==> config.mk <==
export PLATFORM = sky130hd
export DESIGN_NAME = cms_core_map
export DESIGN_NICKNAME = d
export VERILOG_FILES = /design/src/hdl/cms_core_map.v
export VERILOG_INCLUDE_DIRS = /design/src /design/src/hdl
export SDC_FILE = /design/constraint.sdc
export NUM_CORES = 2
export LEC_CHECK = 0
export ABC_CLOCK_PERIOD_IN_PS = 4200
export BUFFER_PORTS_ARGS = -buffer_cell sky130_fd_sc_hd__buf_2
export CORE_MARGIN = 4
export CORE_UTILIZATION = 35
export DETAILED_ROUTE_END_ITERATION = 8
export HOLD_SLACK_MARGIN = 0.02
export MAX_ROUTING_LAYER = met4
export PLACE_DENSITY = 0.53
export SLEW_MARGIN = 15
export SYNTH_ARGS = -nofsm -noshare
export SYNTH_HDL_FRONTEND = slang
export SYNTH_SLANG_ARGS = --single-unit
==> constraint.sdc <==
create_clock -name clk -period 4.2 [get_ports clk]
set_input_delay 0.21 -clock clk [delete_from_list [all_inputs] [get_ports clk]]
set_output_delay 0.21 -clock clk [all_outputs]
set_load 0.02 [all_outputs]
==> src/hdl/cms_map.vh <==
`ifndef CMS_MAP_VH
`define CMS_MAP_VH
// ----------------------------------------
// Data map
// ----------------------------------------
`define CMS_ADDR_INDIRECT_WINDOW_0 8'h00
`define CMS_ADDR_INDIRECT_WINDOW_1 8'h01
`define CMS_ADDR_PTR0 8'h02
`define CMS_ADDR_PTR1 8'h03
`define CMS_ADDR_FLAGS 8'h04
`define CMS_ADDR_WORK 8'h05
`define CMS_ADDR_INTERRUPT_FLAGS 8'h06
`define CMS_ADDR_INTERRUPT_ENABLES 8'h07
`define CMS_SYS_LAST 8'h07
`define CMS_PERIPH_LAST 8'h7F
`define CMS_RAM_FIRST 8'h80
// ----------------------------------------
// Vectors, fields and reset values
// ----------------------------------------
`define CMS_RESET_VECTOR 11'h000
`define CMS_IRQ_VECTOR 11'h004
`define CMS_FLAG_PD 4
`define CMS_FLAG_TO 3
`define CMS_FLAG_DC 2
`define CMS_FLAG_C 1
`define CMS_FLAG_Z 0
`define CMS_GATE_BIT 7
`define CMS_FLAGS_RESET 8'h00
`define CMS_INTERRUPT_FLAGS_RESET 8'h00
`define CMS_INTERRUPT_ENABLES_RESET 8'h00
`define CMS_INTERRUPT_FLAGS_MASK 8'h1F
`define CMS_INTERRUPT_ENABLES_MASK 8'h9F
`define CMS_FLAGS_MASK 8'h1F
`endif

==> src/hdl/cms_core_map.v <==
// How it works
// RQ1: An 11-bit instruction pointer addresses 2k words of 16 bits.
// RQ2: A six-deep, 11-bit return stack saves the pointer across calls.
// RQ3: Any reset loads the instruction pointer with 0000h.
// RQ4: Every interrupt entry loads the instruction pointer with 0004h.
// RQ5: The data space has 256 bytes selected by an 8-bit address.
// RQ6: Addresses 00h to 07h select the system registers.
// RQ7: Addresses 08h to 7Fh go out to peripheral registers.
// RQ8: Addresses 80h to FFh select general read/write storage.
// RQ9: Window 0 at 00h redirects to the address held in pointer 0.
// RQ10: Window 1 at 01h redirects to the address held in pointer 1.
// RQ11: Flag register at 04h holds power-down, timeout, digit carry; resets 00u00uuu. The code resets it to 00h.
// RQ12: Interrupt flags at 06h clear to zero on power-on reset.
// RQ13: Windows hold no storage; reads and writes go to the pointed byte.
// RQ14: ALU flag updates beat explicit writes; power-down and timeout bits are read-only.
// RQ15: Enable bit 7 gates all interrupts globally.
// RQ16: Interrupt entry pushes the next instruction address onto the stack. The code pushes pc_q itself; a call pushes pc_q plus one.
`include "cms_map.vh"
module cms_core_map #(
  parameter PC_W = 11,
  parameter STACK_DEPTH = 6,
  parameter RAM_WORDS = 128
) (
  input wire clk,
  input wire rst,
  input wire ce,
  input wire pc_inc,
  input wire pc_load,
  input wire [PC_W-1:0] pc_target,
  input wire do_call,
  input wire do_return,
  input wire irq_accept,
  input wire [7:0] d_addr,
  input wire d_rd,
  input wire d_wr,
  input wire [7:0] d_wdata,
  input wire alu_flag_we,
  input wire [2:0] alu_flags,
  input wire wdt_timeout,
  input wire sleep_exec,
  input wire [4:0] irq_events,
  input wire [7:0] periph_rdata,
  output reg [PC_W-1:0] pc_q,
  output reg [7:0] rdata_q,
  output reg [7:0] periph_addr_q,
  output reg periph_rd_q,
  output reg periph_wr_q,
  output reg [7:0] periph_wdata_q,
  output reg irq_pending_q,
  output reg [7:0] work_q,
  output reg [7:0] flags_q
);
  // ----------------------------------------
  // Register state
  // ----------------------------------------
  reg [PC_W-1:0] stack_q [0:STACK_DEPTH-1];
  reg [2:0] sp_q;
  reg [7:0] ptr0_q;
  reg [7:0] ptr1_q;
  reg [7:0] interrupt_flags_q;
  reg [7:0] interrupt_enables_q;
  reg [7:0] ram_q [0:RAM_WORDS-1];
  reg [7:0] eff_addr;
  reg [7:0] sys_rdata;
  reg [7:0] flags_d;
  reg [7:0] interrupt_flags_d;
  reg [PC_W-1:0] pc_d;
  integer i;

  // ----------------------------------------
  // Address resolution
  // ----------------------------------------
  // A window that points at a window resolves to zero, so it cannot recurse.
  always @* begin
    if (d_addr == `CMS_ADDR_INDIRECT_WINDOW_0) begin
      eff_addr = ptr0_q; // [RQ9] [RQ13]
    end else if (d_addr == `CMS_ADDR_INDIRECT_WINDOW_1) begin
      eff_addr = ptr1_q; // [RQ10] [RQ13]
    end else begin
      eff_addr = d_addr; // [RQ5]
    end
  end

  always @* begin
    if (eff_addr == `CMS_ADDR_PTR0) begin
      sys_rdata = ptr0_q;
    end else if (eff_addr == `CMS_ADDR_PTR1) begin
      sys_rdata = ptr1_q;
    end else if (eff_addr == `CMS_ADDR_FLAGS) begin
      sys_rdata = flags_q;
    end else if (eff_addr == `CMS_ADDR_WORK) begin
      sys_rdata = work_q;
    end else if (eff_addr == `CMS_ADDR_INTERRUPT_FLAGS) begin
      sys_rdata = interrupt_flags_q;
    end else if (eff_addr == `CMS_ADDR_INTERRUPT_ENABLES) begin
      sys_rdata = interrupt_enables_q;
    end else begin
      sys_rdata = 8'h00;
    end
  end

  // ----------------------------------------
  // Flag and interrupt next values
  // ----------------------------------------
  always @* begin
    flags_d = flags_q;
    if (d_wr && eff_addr == `CMS_ADDR_FLAGS && !alu_flag_we) begin
      flags_d[`CMS_FLAG_DC] = d_wdata[`CMS_FLAG_DC]; // [RQ14]
      flags_d[`CMS_FLAG_C] = d_wdata[`CMS_FLAG_C]; // [RQ14]
      flags_d[`CMS_FLAG_Z] = d_wdata[`CMS_FLAG_Z]; // [RQ14]
    end
    if (alu_flag_we) begin
      flags_d[`CMS_FLAG_DC:`CMS_FLAG_Z] = alu_flags; // [RQ14]
    end
    if (sleep_exec) begin
      flags_d[`CMS_FLAG_PD] = 1'b1; // [RQ11]
    end
    if (wdt_timeout) begin
      flags_d[`CMS_FLAG_TO] = 1'b1; // [RQ11]
    end
    flags_d = flags_d & `CMS_FLAGS_MASK;
  end

  always @* begin
    interrupt_flags_d = interrupt_flags_q;
    if (d_wr && eff_addr == `CMS_ADDR_INTERRUPT_FLAGS) begin
      interrupt_flags_d = d_wdata & `CMS_INTERRUPT_FLAGS_MASK;
    end
    // A source event in the clearing cycle still lands.
    interrupt_flags_d = interrupt_flags_d | {3'b000, irq_events};
  end

  // ----------------------------------------
  // Program sequencing
  // ----------------------------------------
  always @* begin
    pc_d = pc_q;
    if (irq_accept) begin
      pc_d = `CMS_IRQ_VECTOR; // [RQ4]
    end else if (do_return) begin
      pc_d = stack_q[sp_q - 3'd1]; // [RQ2]
    end else if (pc_load) begin
      pc_d = pc_target;
    end else if (pc_inc) begin
      pc_d = pc_q + {{(PC_W-1){1'b0}}, 1'b1}; // [RQ1]
    end
  end

  always @(posedge clk or posedge rst) begin
    if (rst) begin
      pc_q <= `CMS_RESET_VECTOR; // [RQ3]
      sp_q <= 3'd0;
      for (i = 0; i < STACK_DEPTH; i = i + 1) begin
        stack_q[i] <= {PC_W{1'b0}};
      end
    end else if (ce) begin
      pc_q <= pc_d;
      if (irq_accept || do_call) begin
        // A seventh push overwrites the newest entry; older ones survive.
        if (sp_q == STACK_DEPTH) begin
          stack_q[STACK_DEPTH-1] <= irq_accept ? pc_q : pc_q + {{(PC_W-1){1'b0}}, 1'b1}; // [RQ16]
        end else begin
          stack_q[sp_q] <= irq_accept ? pc_q : pc_q + {{(PC_W-1){1'b0}}, 1'b1}; // [RQ2] [RQ16]
          sp_q <= sp_q + 3'd1;
        end
      end else if (do_return && sp_q != 3'd0) begin
        sp_q <= sp_q - 3'd1;
      end
    end
  end

  // ----------------------------------------
  // Data space
  // ----------------------------------------
  always @(posedge clk or posedge rst) begin
    if (rst) begin
      ptr0_q <= 8'h00;
      ptr1_q <= 8'h00;
      work_q <= 8'h00;
      flags_q <= `CMS_FLAGS_RESET; // [RQ11]
      interrupt_flags_q <= `CMS_INTERRUPT_FLAGS_RESET; // [RQ12]
      interrupt_enables_q <= `CMS_INTERRUPT_ENABLES_RESET;
      rdata_q <= 8'h00;
      periph_addr_q <= 8'h00;
      periph_rd_q <= 1'b0;
      periph_wr_q <= 1'b0;
      periph_wdata_q <= 8'h00;
      irq_pending_q <= 1'b0;
    end else if (ce) begin
      flags_q <= flags_d;
      interrupt_flags_q <= interrupt_flags_d;
      irq_pending_q <= interrupt_enables_q[`CMS_GATE_BIT] && |(interrupt_flags_q[4:0] & interrupt_enables_q[4:0]); // [RQ15]
      periph_rd_q <= 1'b0;
      periph_wr_q <= 1'b0;
      if (d_wr) begin
        if (eff_addr <= `CMS_SYS_LAST) begin // [RQ6]
          if (eff_addr == `CMS_ADDR_PTR0) begin
            ptr0_q <= d_wdata;
          end else if (eff_addr == `CMS_ADDR_PTR1) begin
            ptr1_q <= d_wdata;
          end else if (eff_addr == `CMS_ADDR_WORK) begin
            work_q <= d_wdata;
          end else if (eff_addr == `CMS_ADDR_INTERRUPT_ENABLES) begin
            interrupt_enables_q <= d_wdata & `CMS_INTERRUPT_ENABLES_MASK;
          end
        end else if (eff_addr <= `CMS_PERIPH_LAST) begin
          periph_addr_q <= eff_addr; // [RQ7]
          periph_wdata_q <= d_wdata;
          periph_wr_q <= 1'b1;
        end else begin
          ram_q[eff_addr[6:0]] <= d_wdata; // [RQ8]
        end
      end
      if (d_rd) begin
        if (eff_addr <= `CMS_SYS_LAST) begin
          rdata_q <= sys_rdata; // [RQ6]
        end else if (eff_addr <= `CMS_PERIPH_LAST) begin
          periph_addr_q <= eff_addr; // [RQ7]
          periph_rd_q <= 1'b1;
          rdata_q <= 8'h00;
        end else begin
          rdata_q <= ram_q[eff_addr[6:0]]; // [RQ8]
        end
      end else if (periph_rd_q) begin
        // Peripheral data returns one cycle after the strobe.
        rdata_q <= periph_rdata;
      end
    end
  end
endmodule // cms_core_map

Yosys cells after proc, flatten, opt, wreduce, memory -nomap -nowiden
Memories as Yosys holds them, arrays and structs flattened.
Index checks and enable logic that the tools add are counted.
{"block": "classes", "n_addsub": 3, "eq_ne": 9, "bitwise": 9, "reduce_logical": 30, "magnitude_cmp": 5, "muxes": 45}
{"op": "2-to-1 mux 8 bit", "count": 19}
{"op": "2-to-1 mux 11 bit", "count": 9}
{"op": "bitwise mux 66 bit", "count": 1}
{"op": "binary-select mux 11 bit (select 3 bit)", "count": 1}
{"op": "demux 11 bit (select 3 bit)", "count": 1}
{"op": "== test 8 x 3 -> 1 bit (second input constant)", "count": 4}
{"op": "== test 8 x 2 -> 1 bit (second input constant)", "count": 2}
{"op": "2-to-1 mux 3 bit", "count": 5}
{"op": "AND reduction 2 bit", "count": 6}
{"op": "adder 11 x 1 -> 11 bit (second input constant)", "count": 1}
{"op": "2-to-1 mux 1 bit", "count": 9}
{"op": "== test 8 x 1 -> 1 bit (second input constant)", "count": 1}
{"op": ">= comparator 4 bit (second input constant)", "count": 2}
{"op": "less-or-equal comparator 8 x 3 -> 1 bit (second input constant)", "count": 1}
{"op": "less-or-equal comparator 8 x 7 -> 1 bit (second input constant)", "count": 1}
{"op": "logical NOT 8 bit", "count": 1}
{"op": "inverter 3 -> 4 bit", "count": 2}
{"op": "OR 8 x 5 -> 8 bit", "count": 1}
{"op": "AND reduction 4 bit", "count": 2}
{"op": "logical AND 1 bit", "count": 7}
{"op": "AND reduction 7 bit", "count": 1}
{"op": "AND reduction 3 bit", "count": 2}
{"op": "AND reduction 6 bit", "count": 1}
{"op": "nonzero test 2 bit", "count": 3}
{"op": "other kinds (13)", "count": 18}
{"block": "word_totals", "wordCells": 124, "ramBits": 1024, "output_inout_bits": 54, "register_bits": 150, "mem_count": 1, "input_bits": 56}
{"name": "ram_q", "words": 128, "width": 8, "read_ports": 1, "rd_clocked_by_memory_dff": 0, "write_ports": 1, "line": "cms_core_map.v:62", "source": "reg [7:0] ram_q [0:RAM_WORDS-1];"}

Longest topological paths before layout
{"block": "logic_depth", "depth_word": 12, "mapped_depth": 15, "ltp_nobuf": 10}

Worst setup path after synthesis
Ideal clock, no wire load.
{"block": "synth_path", "path_kind": "input to register", "start": "in d_addr[6]", "end": "mem ram_q[48][0], enable pin", "stages": 11, "setup_slack_ns": 0.943, "n_path_buf": 6, "t_required_ns": 3.830, "arrival_time_ns": 2.886, "setup_time_ns": 0.370, "path_cell_list": "or4_1 buf_4 or3_1 buf_6 nand2_4 buf_2 buf_2 buf_2 nand3_1 clkbuf_1 nor2_1"}
{"block": "synth_via", "elab_chain_cells": 10, "word_cells_on_any_way": 12, "classes_between": "order compare (2); eq/ne (1); mux (7); reduce/logical (2)"}
{"item": "from (decl)", "line": "cms_core_map.v:33", "source": "input wire [7:0] d_addr,"}
{"item": "== test 8 x 1 -> 1 bit (no line)"}
{"item": "2-to-1 mux 8 bit", "line": "cms_core_map.v:77", "source": "end else if (d_addr == `CMS_ADDR_INDIRECT_WINDOW_1) begin"}
{"item": "2-to-1 mux 8 bit *", "line": "cms_core_map.v:75", "source": "if (d_addr == `CMS_ADDR_INDIRECT_WINDOW_0) begin"}
{"item": "less-or-equal comparator 8 x 7 -> 1 bit (no line)"}
{"item": "2-to-1 mux 1 bit", "line": "cms_core_map.v:206", "source": "end else if (eff_addr <= `CMS_PERIPH_LAST) begin"}
{"item": "2-to-1 mux 1 bit", "line": "cms_core_map.v:196", "source": "if (eff_addr <= `CMS_SYS_LAST) begin"}
{"item": "2-to-1 mux 1 bit", "line": "cms_core_map.v:195", "source": "if (d_wr) begin"}
{"item": "2-to-1 mux 1 bit", "line": "cms_core_map.v:189", "source": "end else if (ce) begin"}
{"item": "logical AND 1 bit (implied by the code)", "line": "cms_core_map.v:211", "source": "ram_q[eff_addr[6:0]] <= d_wdata;"}
{"item": "2-to-1 mux 1 bit (implied by the code)", "line": "cms_core_map.v:211"}
{"item": "to (decl)", "line": "cms_core_map.v:62"}
Mark *: on every way between the ends. The rest lies on a longest branch, timed or not.

Worst setup path in the final report
{"block": "layout_path", "start": "reg ptr1_q[0]", "end": "reg rdata_q[2]"}
{"block": "layout_via", "elab_chain_cells": 11, "word_cells_on_any_way": 20, "classes_between": "order compare (2); eq/ne (6); mux (11); memory (1)"}
{"item": "from (decl)", "line": "cms_core_map.v:59", "source": "reg [7:0] ptr1_q;"}
{"item": "from (signal assigned)", "line": "cms_core_map.v:200", "source": "ptr1_q <= d_wdata;"}
{"item": "2-to-1 mux 8 bit *", "line": "cms_core_map.v:77"}
{"item": "2-to-1 mux 8 bit *", "line": "cms_core_map.v:75"}
{"item": "== test 8 x 3 -> 1 bit (no line)"}
{"item": "2-to-1 mux 8 bit", "line": "cms_core_map.v:95", "source": "end else if (eff_addr == `CMS_ADDR_INTERRUPT_ENABLES) begin"}
{"item": "2-to-1 mux 8 bit", "line": "cms_core_map.v:93", "source": "end else if (eff_addr == `CMS_ADDR_INTERRUPT_FLAGS) begin"}
{"item": "2-to-1 mux 8 bit", "line": "cms_core_map.v:91", "source": "end else if (eff_addr == `CMS_ADDR_WORK) begin"}
{"item": "2-to-1 mux 8 bit", "line": "cms_core_map.v:89", "source": "end else if (eff_addr == `CMS_ADDR_FLAGS) begin"}
{"item": "2-to-1 mux 8 bit", "line": "cms_core_map.v:87", "source": "end else if (eff_addr == `CMS_ADDR_PTR1) begin"}
{"item": "2-to-1 mux 8 bit", "line": "cms_core_map.v:85", "source": "if (eff_addr == `CMS_ADDR_PTR0) begin"}
{"item": "2-to-1 mux 8 bit *", "line": "cms_core_map.v:215", "source": "if (eff_addr <= `CMS_SYS_LAST) begin"}
{"item": "2-to-1 mux 8 bit *", "line": "cms_core_map.v:214", "source": "if (d_rd) begin"}
{"item": "to (signal assigned)", "line": "cms_core_map.v:216", "source": "rdata_q <= sys_rdata;"}
{"item": "to (signal assigned)", "line": "cms_core_map.v:222", "source": "rdata_q <= ram_q[eff_addr[6:0]];"}
{"item": "to (signal assigned)", "line": "cms_core_map.v:226", "source": "rdata_q <= periph_rdata;"}
{"item": "to (decl)", "line": "cms_core_map.v:44", "source": "output reg [7:0] rdata_q,"}
Marked as above.
A chain may end at the register's enable or synchronous reset.

==> run summary <==
- finished clean — result of the run
- 31000 — number of global-route vias before repair
- 5.38% — fraction of synthesized area in multiplexers
- 27.9 um — WL/cell
- 0.06 ns — clock-pin slew on the worst setup and hold paths
- rdata_q[2] — endpoint of the most critical register-to-register path
- false — setup repair after global routing missed its margin
- edfxtp_1, nand2_1, nor2_1 — synth cell count leaders
- 1 — cell depth of the worst min-delay path
- 4036 — Final #Nets
- 0.252 GHz — maximum clock frequency
- 0 — count of maximum capacitance violations
- d_wdata[5] — start point of the worst min-delay path
- 12.0% — Simple-Gate Fraction of Synth Area
- 13.5 um2 — post-synthesis area per instance
- 32700 — via count
- edfxtp_1, dfrtp_1, nand2_1 — ranking of synthesized cells by area
- 8.33% — area fraction in compound gates after synthesis
- 0.76 ns — clock insertion delay at the later pin of the skew report
- edfxtp_1 — cell taking the most area after synthesis
- 106 — count of input and output buffers
- register — kind of capture point of the worst setup path
- ptr1_q[0] — r2r startpoint
- 0.0429 ns — worst-case clock skew
- 0 — number of DRC violations after detailed routing
- ram_q[70][5] — Endpoint, Worst Hold
- 0.0575 mm2 — final instance area
- 475 mW/mm2 — power per cell area
- 3 — maximum level of the CTS H-tree
- 27.3 mW — total power
- 110 — Boundary Pins
- 0.24 ns — setup slack, reg-to-reg
- 63.7% — top-area cell type share of the netlist area
- 0.144 mm2 — die area
- 106 mm — estimated wirelength of the detail-placed design
- reg2reg — WS Path Type
- register — type of origin of the critical path
- 0 — overflow left after global routing
- 0 — Hold Vio Cnt, Final
- 2 — initial antenna violation count
- 3952 — Starting DRT DRC Count
- clkbuf_16 — Clock Tree Root
- 0.130% — post-synthesis adder-cell area fraction
- 0 — total count of max-transition violations in the final report
- 379 um — Chip Height
- 136 — maximum number of pins on one net before global-route repair
- 24.1% — worst max-slew margin expressed relative to the limit
- 12.6% — async set-or-reset flop fraction in the synthesized netlist
- 71.3% — fraction of the yosys area taken by sequential cells
- 0.971 — RD Place Congestion
- 0.137 mm2 — area of the core
- 0 — Detail Route Antenna Nets
- 25.6% — switching portion of total power
- or4b_1 -> or3_1 -> nand2_8 -> buf_12 -> buf_4 -> nand3_1 -> a31oi_1 -> nand4_1 -> nor3_1 -> nor4_1 -> a41o_1 — crit path cell chain
- 3.96 ns — shortest clock period the worst path allows after layout
- 0.0531 mm2 — placed standard-cell area
- 12.5% — combinational share of power
- 0 — synth warn
- 20.3 mW — cell-internal power
- 0 ns — aggregate negative setup slack
- 0.0483 mm2 — combined area of all synthesized cells
- 18.8% — proportion of layout cells with a drive suffix above 1
- 4.83 ns — Crit path required time
- 32 — worst-path maximum fanout
- edfxtp_1 — dominant synthesized flop cell
- 38.5% — Clock power frac
- 379 um — Horiz. Die Dim
- 6.98 mW — net switching component of the power
- 3 — Max Root-Sink Buffers
- 1171 — register bit total from synthesis
- 20.4 nW — static leakage
- 1024 — number of flops mapped to enable cells by yosys
- 233 mm — wire length of the first global-routing pass
- 1171 — Sinks on Clock Net
- 5.56 — via count normalized by instance count
- simple AND/OR/NAND/NOR gates — largest family of logic cells by synthesized area
- 120 — number of buffers added by the clock tree synthesis step
- 23.1% — overall global routing resource usage
- 0.000486 V — worst vdd rail ir drop
- 0.0592 ns — final-layout worst hold slack
- 11 — cell depth of the worst flop-to-flop path
- edfxtp_1 — library cell with the highest instance count after synthesis
- 0.417% — xor/xnor share of the synthesized area
- 49.0% — sequential cell fraction of total power
- 92 — count of different cell masters after synthesis
- 35.2% — Initial Utilization
- 19.0% — Area Overhead vs Synth
- 6 — length of the first detailed-routing pass in iterations
- 4.59 ns — worst endpoint data arrival time
- yes — CTS tree
- 0.59 ns — Worst path max stage delay
- 1.14 ns — slew at the pin with the worst max-slew slack
- 0 — final setup vio count
- 136 — # rows
- 3572 — number of standard cells after synthesis
- 94.4% — Final period util
- in2reg — classification of the worst-slack hold path
- 164 mm — final WL
- 41.8% — Util after Layout
- or3_1 — critical-path cell with the highest stage delay
cell families (layout without fill, tap and decap cells):
logic type,Yosys count,in the layout
adders and majority gates,5,5
muxes,199,199
other,1,6
AOI/OAI and AO/OA,586,586
xor gates and xnor gates,23,23
and+or+nand+nor,1342,1342
DFF,1171,1171
buffers and inverters,245,747
metal layers:
layer / routed length, um / GRT usage (%) / vias to the layer above
met2: 72500 / 33.8 / 1645
met1: 70100 / 32.2 / 16500
li1: - / - / 14300
met5: 0 / - / -
met3: 14800 / 4.35 / 273
met4: 6330 / 8.61 / 0
placed cells by master (no fill, tap or decap), types with 27 or more instances in the layout:
| cell type | instances |
|---|---|
| a21oi_1 | 117 |
| nor2_1 | 282 |
| nand2_1 | 670 |
| buf_2 | 98 |
| buf_12 | 32 |
| mux2_2 | 45 |
| and3_1 | 37 |
| o22ai_1 | 45 |
| dfrtp_1 | 147 |
| nor3_1 | 27 |
| edfxtp_1 | 1024 |
| a31oi_1 | 50 |
| clkbuf_16 | 124 |
| o221ai_1 | 28 |
| dlygate4sd3_1 | 51 |
| clkinv_2 | 28 |
| o21ai_0 | 108 |
| buf_4 | 322 |
| mux2i_1 | 109 |
| mux4_2 | 44 |
| nand3_1 | 235 |
flip-flops by register name, indices dropped and copies added, names as in the netlist, 3 cells and up:
| signal | cells |
|---|---|
| sp_q | 3 |
| ram_q | 1024 |
| rdata_q | 8 |
| interrupt_flags_q | 5 |
| interrupt_enables_q | 6 |
| stack_q | 66 |
| pc_q | 11 |
| ptr0_q | 8 |
| periph_wdata_q | 8 |
| flags_q | 5 |
| ptr1_q | 8 |
| work_q | 8 |
| periph_addr_q | 8 |
per-stage QoR:
stage	cells	setup slack, ns
2_1_floorplan	3574	0.0387
3_3_place_gp	5596	0.0442
3_5_place_dp	5596	-0.00567
4_1_cts	5870	0.124
5_1_grt	5871	0.193
6_report	5873	0.237
power groups by stage:
stage	registers, mW	logic, mW	clock network, mW
6_report	13.4	3.41	10.5
3_5_place_dp	13.6	3.28	0
3_3_place_gp	13.6	3.26	0
5_1_grt	13.4	3.69	11.2
4_1_cts	13.4	3.40	10.7
2_1_floorplan	13.6	1.93	0
layout make-up:
cell class | instances | area, um2
inverter | 21 | 83.8
timing repair buffer | 503 | 4060
antenna | 3 | 7.51
clock inverter | 73 | 598
tap | 1794 | 2240
sequential | 1171 | 34400
clock buffer | 150 | 3260
fill | 12700 | 79900
multi-input combinational | 2158 | 12800
critical path, delay by kind of cell, from the launching register on:
| family | cells | cell delay [ns] |
|---|---|---|
| compound gates | 2 | 0.49 |
| buf+inv | 2 | 0.51 |
| flops | 1 | 0.40 |
| simple gates | 7 | 2.40 |
what timing repair did:
action	in CTS	in global routing
gates resized for setup	0	1
endpoints found under the hold margin	107	0
endpoints found under the setup margin	0	1
buffers inserted	0	0
hold buffers	51	0
worst max-delay path by stage:
stage | from | to | slack (ns) | cells after the start
final | ptr1_q[0] | rdata_q[2] | 0.24 | 11
after global routing | ptr1_q[0] | rdata_q[2] | 0.19 | 11
after CTS | ptr1_q[0] | rdata_q[0] | 0.12 | 10
after detailed placement | d_addr[2] | rdata_q[1] | -0.006 | 12
after global placement | d_addr[2] | rdata_q[0] | 0.04 | 11
after floorplan | rst | flags_q[0] | 0.04 | 1
(Power assumes the default switching activity.)
